**src/core/rtar_pkg.sv**
```systemverilog
// Constants and types for the per-port alias remap decoder
package rtar_pkg;
  localparam int NUM_PORTS = 4;
  localparam int NUM_SLOTS = 5;
  localparam logic [7:0] OFS_PORT_SEL = 8'h4C;
  localparam logic [7:0] OFS_ALIAS_TWO = 8'h67;
  localparam logic [7:0] OFS_ALIAS_THREE = 8'h68;
  localparam logic [7:0] OFS_ALIAS_FOUR = 8'h69;
  localparam logic [7:0] OFS_ALIAS_FIVE = 8'h6A;
  localparam logic [7:0] OFS_ALIAS_SIX = 8'h6B;
  localparam logic [7:0] ALIAS_RESET = 8'h00;
  localparam int ADDR_MSB = 7;
  localparam int ADDR_LSB = 1;
  localparam int AUTO_ACK_BIT = 0;
  localparam logic [6:0] ALIAS_OFF = 7'h00;
  typedef logic [1:0] rtar_port_type;
  typedef logic [2:0] rtar_slot_type;
endpackage

```
**src/core/rtar_remap.sv**
```systemverilog
// Alias decoder and address remapper for targets behind the remote serializers
`timescale 1ns/1ns
module rtar_remap (
  input wire logic CLK_SYS,
  input wire logic RST,
  input wire logic REG_WR,
  input wire logic [7:0] REG_ADDR,
  input wire logic [7:0] REG_WDATA,
  output logic [7:0] REG_RDATA,
  input wire logic [1:0] PORT_SEL,
  input wire logic [4:0][7:0] TARGET_ID,
  input wire logic TXN_VALID,
  input wire logic [6:0] TXN_ADDR,
  input wire logic TXN_RNW,
  input wire rtar_pkg::rtar_port_type TXN_PORT,
  output logic FWD_VALID,
  output logic [6:0] FWD_ADDR,
  output logic FWD_RNW,
  output logic AUTO_ACK,
  output logic MISS
);
  import rtar_pkg::*;

  logic [7:0] alias_reg [NUM_PORTS][NUM_SLOTS];
  logic hit;
  logic [6:0] hit_addr;
  logic hit_ack;

  // Maps a register offset onto a slot index; 7 means no slot
  function automatic rtar_slot_type slot_of(input logic [7:0] ofs);
    case (ofs)
      OFS_ALIAS_TWO: slot_of = 3'd0;
      OFS_ALIAS_THREE: slot_of = 3'd1;
      OFS_ALIAS_FOUR: slot_of = 3'd2;
      OFS_ALIAS_FIVE: slot_of = 3'd3;
      OFS_ALIAS_SIX: slot_of = 3'd4;
      default: slot_of = 3'd7;
    endcase
  endfunction

  // --------------------------------------------------
  // Alias register file
  // --------------------------------------------------
  // Register side is already on CLK_SYS, so no synchroniser
  genvar gp, gs;
  generate
    for (gp = 0; gp < NUM_PORTS; gp++) begin : g_port
      for (gs = 0; gs < NUM_SLOTS; gs++) begin : g_slot
        always_ff @(posedge CLK_SYS) begin
          if (RST) begin
            alias_reg[gp][gs] <= ALIAS_RESET;
          end else if (REG_WR && PORT_SEL == 2'(gp) && slot_of(REG_ADDR) == 3'(gs)) begin
            alias_reg[gp][gs] <= REG_WDATA;
          end
        end
      end
    end
  endgenerate

  // --------------------------------------------------
  // Register read-back
  // --------------------------------------------------
  // Unmapped offsets read as zero rather than aliasing a slot
  always_ff @(posedge CLK_SYS) begin
    if (RST) begin
      REG_RDATA <= ALIAS_RESET;
    end else if (slot_of(REG_ADDR) != 3'd7) begin
      REG_RDATA <= alias_reg[PORT_SEL][slot_of(REG_ADDR)];
    end else begin
      REG_RDATA <= ALIAS_RESET;
    end
  end

  // --------------------------------------------------
  // Alias decode
  // --------------------------------------------------
  // Lowest slot wins if software programs the same alias twice
  always_comb begin
    hit = 1'b0;
    hit_addr = 7'h00;
    hit_ack = 1'b0;
    for (int s = NUM_SLOTS - 1; s >= 0; s--) begin
      if (alias_reg[TXN_PORT][s][ADDR_MSB:ADDR_LSB] != ALIAS_OFF &&
          alias_reg[TXN_PORT][s][ADDR_MSB:ADDR_LSB] == TXN_ADDR) begin
        hit = 1'b1;
        hit_addr = TARGET_ID[s][ADDR_MSB:ADDR_LSB];
        hit_ack = alias_reg[TXN_PORT][s][AUTO_ACK_BIT];
      end
    end
  end

  // --------------------------------------------------
  // Forward side
  // --------------------------------------------------
  // Every output is a flop, so each answer lands one edge after its request
  always_ff @(posedge CLK_SYS) begin
    if (RST) begin
      FWD_VALID <= 1'b0;
    end else begin
      FWD_VALID <= TXN_VALID && hit;
    end
  end

  // Zero on a miss so a stray address never leaks toward the remote side
  always_ff @(posedge CLK_SYS) begin
    if (RST) begin
      FWD_ADDR <= ALIAS_OFF;
    end else begin
      FWD_ADDR <= hit ? hit_addr : ALIAS_OFF;
    end
  end

  always_ff @(posedge CLK_SYS) begin
    if (RST) begin
      FWD_RNW <= 1'b0;
    end else begin
      FWD_RNW <= TXN_RNW;
    end
  end

  // Reads are never answered here; the remote target must answer them
  always_ff @(posedge CLK_SYS) begin
    if (RST) begin
      AUTO_ACK <= 1'b0;
    end else begin
      AUTO_ACK <= TXN_VALID && hit && hit_ack && !TXN_RNW;
    end
  end

  always_ff @(posedge CLK_SYS) begin
    if (RST) begin
      MISS <= 1'b0;
    end else begin
      MISS <= TXN_VALID && !hit;
    end
  end

  // --------------------------------------------------
  // Checks
  // --------------------------------------------------
  // Outputs of one request
  a_miss_no_fwd: assert property (@(posedge CLK_SYS) disable iff (RST) MISS |-> !FWD_VALID)
    else $error("Forward on miss");
  a_ack_only_write: assert property (@(posedge CLK_SYS) disable iff (RST) AUTO_ACK |-> FWD_VALID && !FWD_RNW)
    else $error("Auto ack on read or idle");
  a_zero_addr_miss: assert property (@(posedge CLK_SYS) disable iff (RST)
    TXN_VALID && TXN_ADDR == 7'h00 |=> !FWD_VALID)
    else $error("Zero alias matched");
  a_fwd_follows_hit: assert property (@(posedge CLK_SYS) disable iff (RST)
    TXN_VALID && hit |=> FWD_VALID && FWD_ADDR == $past(hit_addr))
    else $error("Remap lost");
  a_reset_clear: assert property (@(posedge CLK_SYS) $past(RST) |-> REG_RDATA == 8'h00 && !FWD_VALID)
    else $error("Reset state wrong");
  a_read_port: assert property (@(posedge CLK_SYS) disable iff (RST)
    REG_ADDR == OFS_ALIAS_TWO && !REG_WR ##1 !$past(REG_WR) |-> REG_RDATA == alias_reg[$past(PORT_SEL)][0])
    else $error("Port copy read wrong");
  a_hit_match: assert property (@(posedge CLK_SYS) disable iff (RST)
    hit |-> TXN_ADDR != 7'h00)
    else $error("Hit on zero address");
  a_target_field: assert property (@(posedge CLK_SYS) disable iff (RST)
    TXN_VALID && hit && alias_reg[TXN_PORT][0][ADDR_MSB:ADDR_LSB] == TXN_ADDR
    |=> FWD_ADDR == $past(TARGET_ID[0][ADDR_MSB:ADDR_LSB]))
    else $error("Target field wrong");
  a_fwd_rnw: assert property (@(posedge CLK_SYS) disable iff (RST) TXN_VALID && hit |=> FWD_RNW == $past(TXN_RNW))
    else $error("Direction lost");

  a_miss_addr_zero: assert property (@(posedge CLK_SYS) disable iff (RST)
    MISS |-> FWD_ADDR == ALIAS_OFF)
    else $error("Address shown on miss");

  a_miss_follows: assert property (@(posedge CLK_SYS) disable iff (RST)
    TXN_VALID && !hit |=> MISS && !FWD_VALID)
    else $error("Miss not flagged");

  a_miss_no_ack: assert property (@(posedge CLK_SYS) disable iff (RST)
    MISS |-> !AUTO_ACK)
    else $error("Auto ack on miss");

  a_ack_follows: assert property (@(posedge CLK_SYS) disable iff (RST)
    TXN_VALID && hit && hit_ack && !TXN_RNW |=> AUTO_ACK)
    else $error("Auto ack missing");

  a_no_ack_clear: assert property (@(posedge CLK_SYS) disable iff (RST)
    TXN_VALID && hit && !hit_ack |=> !AUTO_ACK)
    else $error("Auto ack with bit clear");

  a_idle_quiet: assert property (@(posedge CLK_SYS) disable iff (RST)
    !TXN_VALID |=> !FWD_VALID && !MISS && !AUTO_ACK)
    else $error("Output without request");

  // Register file
  a_write_lands: assert property (@(posedge CLK_SYS) disable iff (RST)
    REG_WR && slot_of(REG_ADDR) == 3'h0 |=> alias_reg[$past(PORT_SEL)][0] == $past(REG_WDATA))
    else $error("Write lost");

  a_other_port_kept: assert property (@(posedge CLK_SYS) disable iff (RST)
    REG_WR && PORT_SEL != 2'h0 |=> alias_reg[0][0] == $past(alias_reg[0][0]))
    else $error("Write reached wrong port");

  a_read_six: assert property (@(posedge CLK_SYS) disable iff (RST)
    REG_ADDR == OFS_ALIAS_SIX && !REG_WR |=> REG_RDATA == alias_reg[$past(PORT_SEL)][4])
    else $error("Slot six read wrong");

  a_unmapped_read: assert property (@(posedge CLK_SYS) disable iff (RST)
    slot_of(REG_ADDR) == 3'h7 |=> REG_RDATA == ALIAS_RESET)
    else $error("Unmapped read not zero");

  a_slot_reset: assert property (@(posedge CLK_SYS)
    $past(RST) |-> alias_reg[0][0] == ALIAS_RESET && alias_reg[3][4] == ALIAS_RESET)
    else $error("Slot not cleared by reset");

  // Main scenarios
  c_fwd: cover property (@(posedge CLK_SYS) FWD_VALID);
  c_ack: cover property (@(posedge CLK_SYS) AUTO_ACK);
  c_miss: cover property (@(posedge CLK_SYS) MISS);
  c_fwd_read: cover property (@(posedge CLK_SYS) FWD_VALID && FWD_RNW);
  c_port_write: cover property (@(posedge CLK_SYS) REG_WR && PORT_SEL != 2'h0);
endmodule

```
**config.mk**
```make
export PLATFORM = sky130hd
export DESIGN_NAME = rtar_remap
export DESIGN_NICKNAME = d
export VERILOG_FILES = /design/src/core/rtar_pkg.sv /design/src/core/rtar_remap.sv
export SDC_FILE = /design/constraint.sdc
export NUM_CORES = 1
export LEC_CHECK = 0
export BUFFER_PORTS_ARGS = -buffer_cell sky130_fd_sc_hd__clkbuf_2
export CAP_MARGIN = 20
export CORE_AREA = 2 2 198 103
export CTS_BUF_LIST = sky130_fd_sc_hd__clkbuf_8
export CTS_CLUSTER_DIAMETER = 80
export DETAILED_ROUTE_END_ITERATION = 7
export DIE_AREA = 0 0 200 105
export PLACE_DENSITY = 0.77
export SLEW_MARGIN = 15
export SYNTH_ARGS = -nofsm -noshare
export SYNTH_HDL_FRONTEND = slang
export SYNTH_SLANG_ARGS = --single-unit
```
**constraint.sdc**
```tcl
create_clock -name CLK_SYS -period 2.3 [get_ports CLK_SYS]
set_clock_uncertainty 0.05 [all_clocks]
set_input_delay 0.115 -clock CLK_SYS [delete_from_list [all_inputs] [get_ports CLK_SYS]]
set_output_delay 0.115 -clock CLK_SYS [all_outputs]
set_load 0.02 [all_outputs]
```
==> results.sh, run 1 <==
export IMPL_maxCapViolations=0
export IMPL_holdWs_ns=0.00862
export IMPL_nNetsFinal=1070
export IMPL_cts_buffers=17
export IMPL_postLayoutCoreUtil_pct=65.2
export IMPL_relSlewSlack_pct=38.7
export IMPL_fin_crit_sh_pct=114
export IMPL_largest_reg_flops=160
export IMPL_ios=91
export IMPL_fmax_mhz=383
export IMPL_finalSetupViolCount=10
export IMPL_nFillCells=1439
export IMPL_syn_nets=883
export IMPL_rsz0062_at_grt="yes"
export IMPL_vias_per_cell=6.27
export IMPL_yosys_area_share_simple_pct=19.5
export IMPL_antenna_found_initial=0
export IMPL_wl_um=33800
export IMPL_maxSlewViolCount=0
export IMPL_clockPowerShare_pct=30.3
export IMPL_multiInputGateArea_um2=4950
export IMPL_place_congestion=0.999
export IMPL_io_buffer_count=85
export IMPL_status="complete, but fails checks"
export IMPL_postSynth_asyncResetShare_pct=0
export IMPL_start_util_pct=54.1
export IMPL_die_width_um=200
export IMPL_cts_tree="yes"
export IMPL_first_iter_violations=953
export IMPL_cp_data_arrival_time_ns=2.92
export IMPL_end_kind="flip-flop"
export IMPL_power_switching_mw=2.01
export IMPL_synth_edf_count=160
export IMPL_gr_total_overflow=0
export IMPL_worst_slack_ns=-0.312
export IMPL_ff_latch_area_um2=5180
export IMPL_p_int_mw=5.13
export IMPL_comb_power_share_pct=16.2
export IMPL_vias=8018
export IMPL_syn2layout_area_growth_pct=20.7
export IMPL_coreArea_um2=19100
export IMPL_synth_compound_area_share_pct=5.94
export IMPL_netlist_cell_type_count=62
export IMPL_yosysSeqAreaShare_pct=50.1
export IMPL_firstDrtPassIters=7
export IMPL_grtUsageTotal_pct=33.0
export IMPL_hp_start="TARGET_ID[14]"
export IMPL_p_seq_share_pct=53.5
export IMPL_r2r_setup_slack_ns=-0.31
export IMPL_grt_pass1_vias=7571
export IMPL_synth_top_family_by_area="simple AND/OR/NAND/NOR gates"
export IMPL_p_sw_share_pct=28.1
export IMPL_hold_class="primary input to flip-flop"
export IMPL_clk_latency_ns=0.48
export IMPL_path_clk_slew_ns=0.10
export IMPL_timing_rr_end="FWD_ADDR[6]"
export IMPL_final_hold_viol_count=0
export IMPL_die_height_um=105
export IMPL_finalSetupTns_ns=-2.48
export IMPL_worstRegToRegCells=8
export IMPL_min_to="FWD_ADDR[5]"
export IMPL_peakVddDrop_mv=0.394
export IMPL_dieArea_um2=21000
export IMPL_drc_errors=0
export IMPL_layout_drive_gt1_share_pct=35.6
export IMPL_dp_hpwl_um=24900
export IMPL_wl_per_cell_um=26.4
export IMPL_clockBufferDepth=2
export IMPL_violations="negative setup slack"
export IMPL_worstPathRequired_ns=2.61
export IMPL_p_per_area_nw_per_um2=571
export IMPL_worst_slew_pin_slew_ns=0.917
export IMPL_netlist_area_um2=10300
export IMPL_crit_type="flip-flop to flip-flop"
export IMPL_final_min_clock_period_ns=2.61
export IMPL_holdPathStages=4
export IMPL_total_leakage_power_nw=4.59
export IMPL_regToRegStartpoint="alias_reg[3][38]"
export IMPL_cts_root_buf="clkbuf_8"
export IMPL_instances_no_fill=1278
export IMPL_critPathMaxFanout=12
export IMPL_htree_levels=4
export IMPL_synthFlopType="edfxtp_1"
export IMPL_rows=36
export IMPL_avgSynthCellArea_um2=12.8
export IMPL_netlist_instances=811
export IMPL_grt_first_pass_wirelength_um=48800
export IMPL_dp_cells=1232
export IMPL_start_kind="flip-flop"
export IMPL_yosys_area_share_adder_pct=0
export IMPL_pre_cts_ws_ns=-0.388
export IMPL_cts_sinks=179
export IMPL_ys_warnings_count=0
export IMPL_grt_max_degree=32
export IMPL_synthMuxAreaShare_pct=18.5
export IMPL_synth_seq_cells=179
export IMPL_synthXorXnorAreaFrac_pct=2.79
export IMPL_detail_route_antenna_nets=0
==> worst max-delay path by stage <==
stage,to,slack [ns],depth (start not counted),startpoint
after floorplan,AUTO_ACK,-0.05,11,TXN_PORT[1]
after global placement,FWD_ADDR[1],-0.31,12,TXN_PORT[0]
after detailed placement,AUTO_ACK,-0.39,9,alias_reg[2][34]
after CTS,FWD_ADDR[2],-0.29,8,alias_reg[3][38]
after global routing,FWD_ADDR[1],-0.35,9,alias_reg[2][34]
final,FWD_ADDR[6],-0.31,8,alias_reg[3][38]
==> cell usage after synthesis (3+ instances only) <==
cell | n | area, um2
a21o_1 | 3 | 22.5
a21oi_1 | 27 | 135
a31oi_1 | 7 | 43.8
and2_1 | 161 | 1010
buf_1 | 4 | 15.0
buf_2 | 11 | 55.1
buf_6 | 3 | 33.8
clkbuf_1 | 37 | 139
dfxtp_1 | 19 | 380
edfxtp_1 | 160 | 4800
inv_1 | 9 | 33.8
mux2i_1 | 15 | 150
mux4_2 | 76 | 1710
nand2_1 | 25 | 93.8
nand2b_1 | 4 | 25.0
nand3_1 | 29 | 145
nand3b_1 | 4 | 30.0
nand4_1 | 6 | 37.5
nor2_1 | 47 | 176
nor2b_1 | 13 | 81.3
nor3_1 | 10 | 50.1
nor3b_1 | 3 | 22.5
nor4_1 | 16 | 100
nor4b_1 | 3 | 26.3
o21a_1 | 7 | 52.6
o21ai_0 | 8 | 40.0
o21bai_1 | 15 | 113
o22ai_1 | 7 | 43.8
or2_2 | 4 | 25.0
or4_1 | 5 | 37.5
xnor2_1 | 24 | 210
xor2_1 | 9 | 78.8
==> timing repair <==
action	4_1_cts	5_1_grt
endpoints found under the setup margin	10	10
hold buffers	9	1
resized for setup	8	19
buffers inserted	1	5
hold endpoints to repair	8	1
pin swaps	5	13
==> per-stage QoR <==
step	power (mW)	area (um2)
2_1_floorplan	4.45	10400
3_3_place_gp	4.94	11900
3_5_place_dp	4.96	11900
4_1_cts	7.09	12400
5_1_grt	7.35	12500
6_report	7.14	12500
==> cells by family (layout without fill, tap and decap cells) <==
logic type,count (synthesis),count (layout)
AO/OA/AOI/OAI,92,92
XOR/XNOR,33,33
buffers and inverters,68,268
flip-flops,179,179
multiplexers,93,93
other,0,1
AND/OR/NAND/NOR,346,346
==> critical path, stage by stage, from the launching register on <==
cell,delay [ns]
edfxtp_1,0.43
mux4_2,0.53
buf_6,0.15
xnor2_2,0.16
nand4_1,0.19
or4_4,0.58
nor2_1,0.15
a31oi_1,0.07
o21a_1,0.18
==> power groups by stage <==
stage,Clock (mW),Combinational [mW],Sequential (mW)
final,2.16,1.16,3.81
after global routing,2.31,1.21,3.83
after CTS,2.17,1.11,3.80
after detailed placement,0,1.08,3.88
after global placement,0,1.07,3.87
after floorplan,0,0.634,3.82
==> placed cells by master, fill, tap and decap left out, types with 4 or more instances in the layout <==
| cell type | Yosys | routed |
|---|---|---|
| and2_1 | 161 | 161 |
| nand3_1 | 29 | 29 |
| clkbuf_2 | 0 | 84 |
| mux2i_1 | 15 | 15 |
| nand3b_1 | 4 | 4 |
| xnor2_1 | 24 | 22 |
| or2_2 | 4 | 4 |
| nand2b_1 | 4 | 4 |
| o22ai_1 | 7 | 7 |
| o21a_1 | 7 | 7 |
| nand2_1 | 25 | 24 |
| xor2_1 | 9 | 9 |
| o21ai_0 | 8 | 8 |
| inv_1 | 9 | 10 |
| edfxtp_1 | 160 | 160 |
| nand4_1 | 6 | 6 |
| nor4_1 | 16 | 16 |
| nor2b_1 | 13 | 13 |
| mux4_2 | 76 | 76 |
| dfxtp_1 | 19 | 19 |
| buf_4 | 2 | 124 |
| inv_6 | 0 | 7 |
| a21oi_2 | 1 | 8 |
| dlygate4sd3_1 | 0 | 10 |
| o21bai_1 | 15 | 15 |
| clkbuf_8 | 0 | 17 |
| buf_12 | 2 | 6 |
| a31oi_1 | 7 | 6 |
| a21oi_1 | 27 | 20 |
| nor3_1 | 10 | 8 |
| nor2_1 | 47 | 46 |
==> final cells by class <==
type | instances | share of cell area (%)
Timing Repair Buffer | 227 | 12.9
Antenna cell | 1 | 0.0200
Multi-Input combinational cell | 564 | 39.7
Tap cell | 266 | 2.67
Sequential cell | 179 | 41.5
Clock inverter | 15 | 1.14
Inverter | 9 | 0.271
Clock buffer | 17 | 1.87
==> per-layer routing <==
layer,global-route usage [%],vias to the layer above,wire (um)
met4,4.66,2,284
li1,-,3443,-
met5,2.96,-,79
met2,41.8,629,13200
met3,16.6,34,5830
met1,50.5,3910,14400
(Power assumes the default switching activity.)
==> run 2, diff against run 1 <==
--- a/config.mk
+++ b/config.mk
@@ -7,12 +7,12 @@
 export LEC_CHECK = 0
 export BUFFER_PORTS_ARGS = -buffer_cell sky130_fd_sc_hd__clkbuf_2
 export CAP_MARGIN = 20
-export CORE_AREA = 2 2 198 103
+export CORE_AREA = 2 2 157 128
 export CTS_BUF_LIST = sky130_fd_sc_hd__clkbuf_8
 export CTS_CLUSTER_DIAMETER = 80
 export DETAILED_ROUTE_END_ITERATION = 7
-export DIE_AREA = 0 0 200 105
-export PLACE_DENSITY = 0.77
+export DIE_AREA = 0 0 159 130
+export PLACE_DENSITY = 0.78
 export SLEW_MARGIN = 15
 export SYNTH_ARGS = -nofsm -noshare
 export SYNTH_HDL_FRONTEND = slang
==> results.sh, run 2 (same netlist as run 1, synthesis figures left out) <==
export IMPL_fin_crit_sh_pct=116
export IMPL_critPathMaxFanout=7
export IMPL_place_congestion=0.994
export IMPL_peakVddDrop_mv=0.310
export IMPL_final_area_um2=12600
export IMPL_use_met2_pct=45.8
export IMPL_grt_max_degree=21
export IMPL_start_util_pct=53.5
export IMPL_relSlewSlack_pct=58.6
export IMPL_p_seq_share_pct=53.6
export IMPL_nNetsFinal=1069
export IMPL_n_antenna_cell=0
export IMPL_final_min_clock_period_ns=2.68
export IMPL_firstDrtPassIters=5
export IMPL_comb_power_share_pct=15.5
export IMPL_hold_class="primary input to flip-flop"
export IMPL_drc_errors=0
export IMPL_regToRegStartpoint="alias_reg[2][34]"
export IMPL_coreArea_um2=19300
export IMPL_vias=7858
export IMPL_layout_drive_gt1_share_pct=33.6
export IMPL_largest_reg_flops=160
export IMPL_hp_start="TARGET_ID[14]"
export IMPL_grt_util_met1_pct=41.0
export IMPL_status="complete, but fails checks"
export IMPL_p_sw_share_pct=26.7
export IMPL_post_dp_cell_area_um2=11700
export IMPL_cts_buffers=17
export IMPL_start_kind="flip-flop"
export IMPL_finalSetupViolCount=10
export IMPL_vias_per_cell=6.17
export IMPL_worst_slack_ns=-0.379
export IMPL_p_per_area_nw_per_um2=564
export IMPL_end_kind="flip-flop"
export IMPL_violations="negative hold slack, negative setup slack"
export IMPL_die_width_um=159
export IMPL_cts_sinks=179
export IMPL_io_buffer_count=85
export IMPL_wl_per_cell_um=23.5
export IMPL_cts_tree="yes"
export IMPL_path_clk_slew_ns=0.10
export IMPL_maxCapViolations=0
export IMPL_dp_hpwl_um=21400
export IMPL_htree_levels=4
export IMPL_maxSlewViolCount=0
export IMPL_syn2layout_area_growth_pct=21.6
export IMPL_busiest_layer="met2"
export IMPL_ios=91
export IMPL_rsz0062_at_grt="yes"
export IMPL_worst_slew_pin_slew_ns=0.618
export IMPL_fmax_mhz=373
export IMPL_cp_data_arrival_time_ns=3.06
export IMPL_clockBufferDepth=2
export IMPL_dieArea_um2=20700
export IMPL_grtUsageTotal_pct=30.1
export IMPL_die_height_um=130
export IMPL_gr_usage_met3_pct=10.1
export IMPL_rows=46
export IMPL_crit_type="flip-flop to flip-flop"
export IMPL_clockPowerShare_pct=30.9
export IMPL_antenna_found_initial=0
export IMPL_detail_route_antenna_nets=0
export IMPL_grt_pass1_vias=7842
export IMPL_first_iter_violations=833
export IMPL_final_common_cell="and2_1"
export IMPL_gr_total_overflow=0
export IMPL_finalPower_mw=7.10
export IMPL_layout_common_cells="and2_1, edfxtp_1, buf_4, clkbuf_2, mux4_2"
export IMPL_grt_first_pass_wirelength_um=45800
export IMPL_startpoint="alias_reg[2][34]"
export IMPL_p_int_mw=5.20
export IMPL_power_switching_mw=1.89
export IMPL_postLayoutCoreUtil_pct=65.1
export IMPL_worstPathRequired_ns=2.68
export IMPL_holdWs_ns=-0.00996
export IMPL_total_leakage_power_nw=4.60
export IMPL_wl_um=29900
export IMPL_cts_root_buf="clkbuf_8"
export IMPL_final_hold_viol_count=1
export IMPL_clk_latency_ns=0.49
[run 2: cell types whose count changed in the layout (fill, tap and decap cells not counted), sizes merged]
| cell | delta |
|---|---|
| buf | -25 |
| diode | -1 |
| bufinv | +1 |
| dlygate4sd3 | +23 |
| clkinv | +4 |
| clkbuf | +1 |
| inv | -5 |
[run 2: through the flow]
stage	setup TNS [ns]	worst slack [ns]	std cells
finish	-2.80	-0.379	1274
detailed placement	-3.20	-0.362	1207
CTS	-1.99	-0.260	1273
global placement	-2.81	-0.313	1207
floorplan	-0.358	-0.0459	811
global route	-3.47	-0.430	1274
[run 2: worst paths after layout]
check            endpoint  slack (ns)  cells after the start
max           FWD_ADDR[6]       -0.38                      9
min           FWD_ADDR[5]       -0.01                      4
max reg2reg   FWD_ADDR[6]       -0.38                      9
min reg2reg  REG_RDATA[2]        0.74                      3
[run 2: metal layers]
layer  share of wire [%]  routed length [um]
met5                   0                   0
met1                  41               12100
met3                  13                3760
met2                  45               13300
met4                 2.3                 686
[run 2: worst max-delay path: stages, from the launching register on]
cell	delay, ns
edfxtp_1	0.41
or4_4	0.57
nor3_4	0.15
a31oi_2	0.09
o32ai_4	0.37
nor4_4	0.08
buf_4	0.17
or3_4	0.43
a21oi_2	0.15
o21a_1	0.15
[run 2: power groups by stage]
stage	sequential [mW]	combinational [mW]	clock (mW)
after CTS	3.80	1.06	2.21
after detailed placement	3.87	1.00	0
final	3.80	1.10	2.19
after global routing	3.82	1.16	2.35
after global placement	3.86	0.990	0
after floorplan	3.82	0.634	0
[run 2: area by class of cell]
cell class	count	area [um2]
timing repair buffer	226	1670
clock inverter	15	153
sequential	179	5180
multi-input combinational	564	4980
tap	264	330
inverter	9	33.8
clock buffer	17	234
fill	1421	6760
[run 2: timing repair]
item / 4_1_cts / 5_1_grt
pin swaps: 3 / 12
setup endpoints to repair: 10 / 10
setup buffers: 2 / 1
hold buffers: 33 / 0
hold endpoints to repair: 11 / 0
gates cloned: 0 / 1
resized for setup: 15 / 16
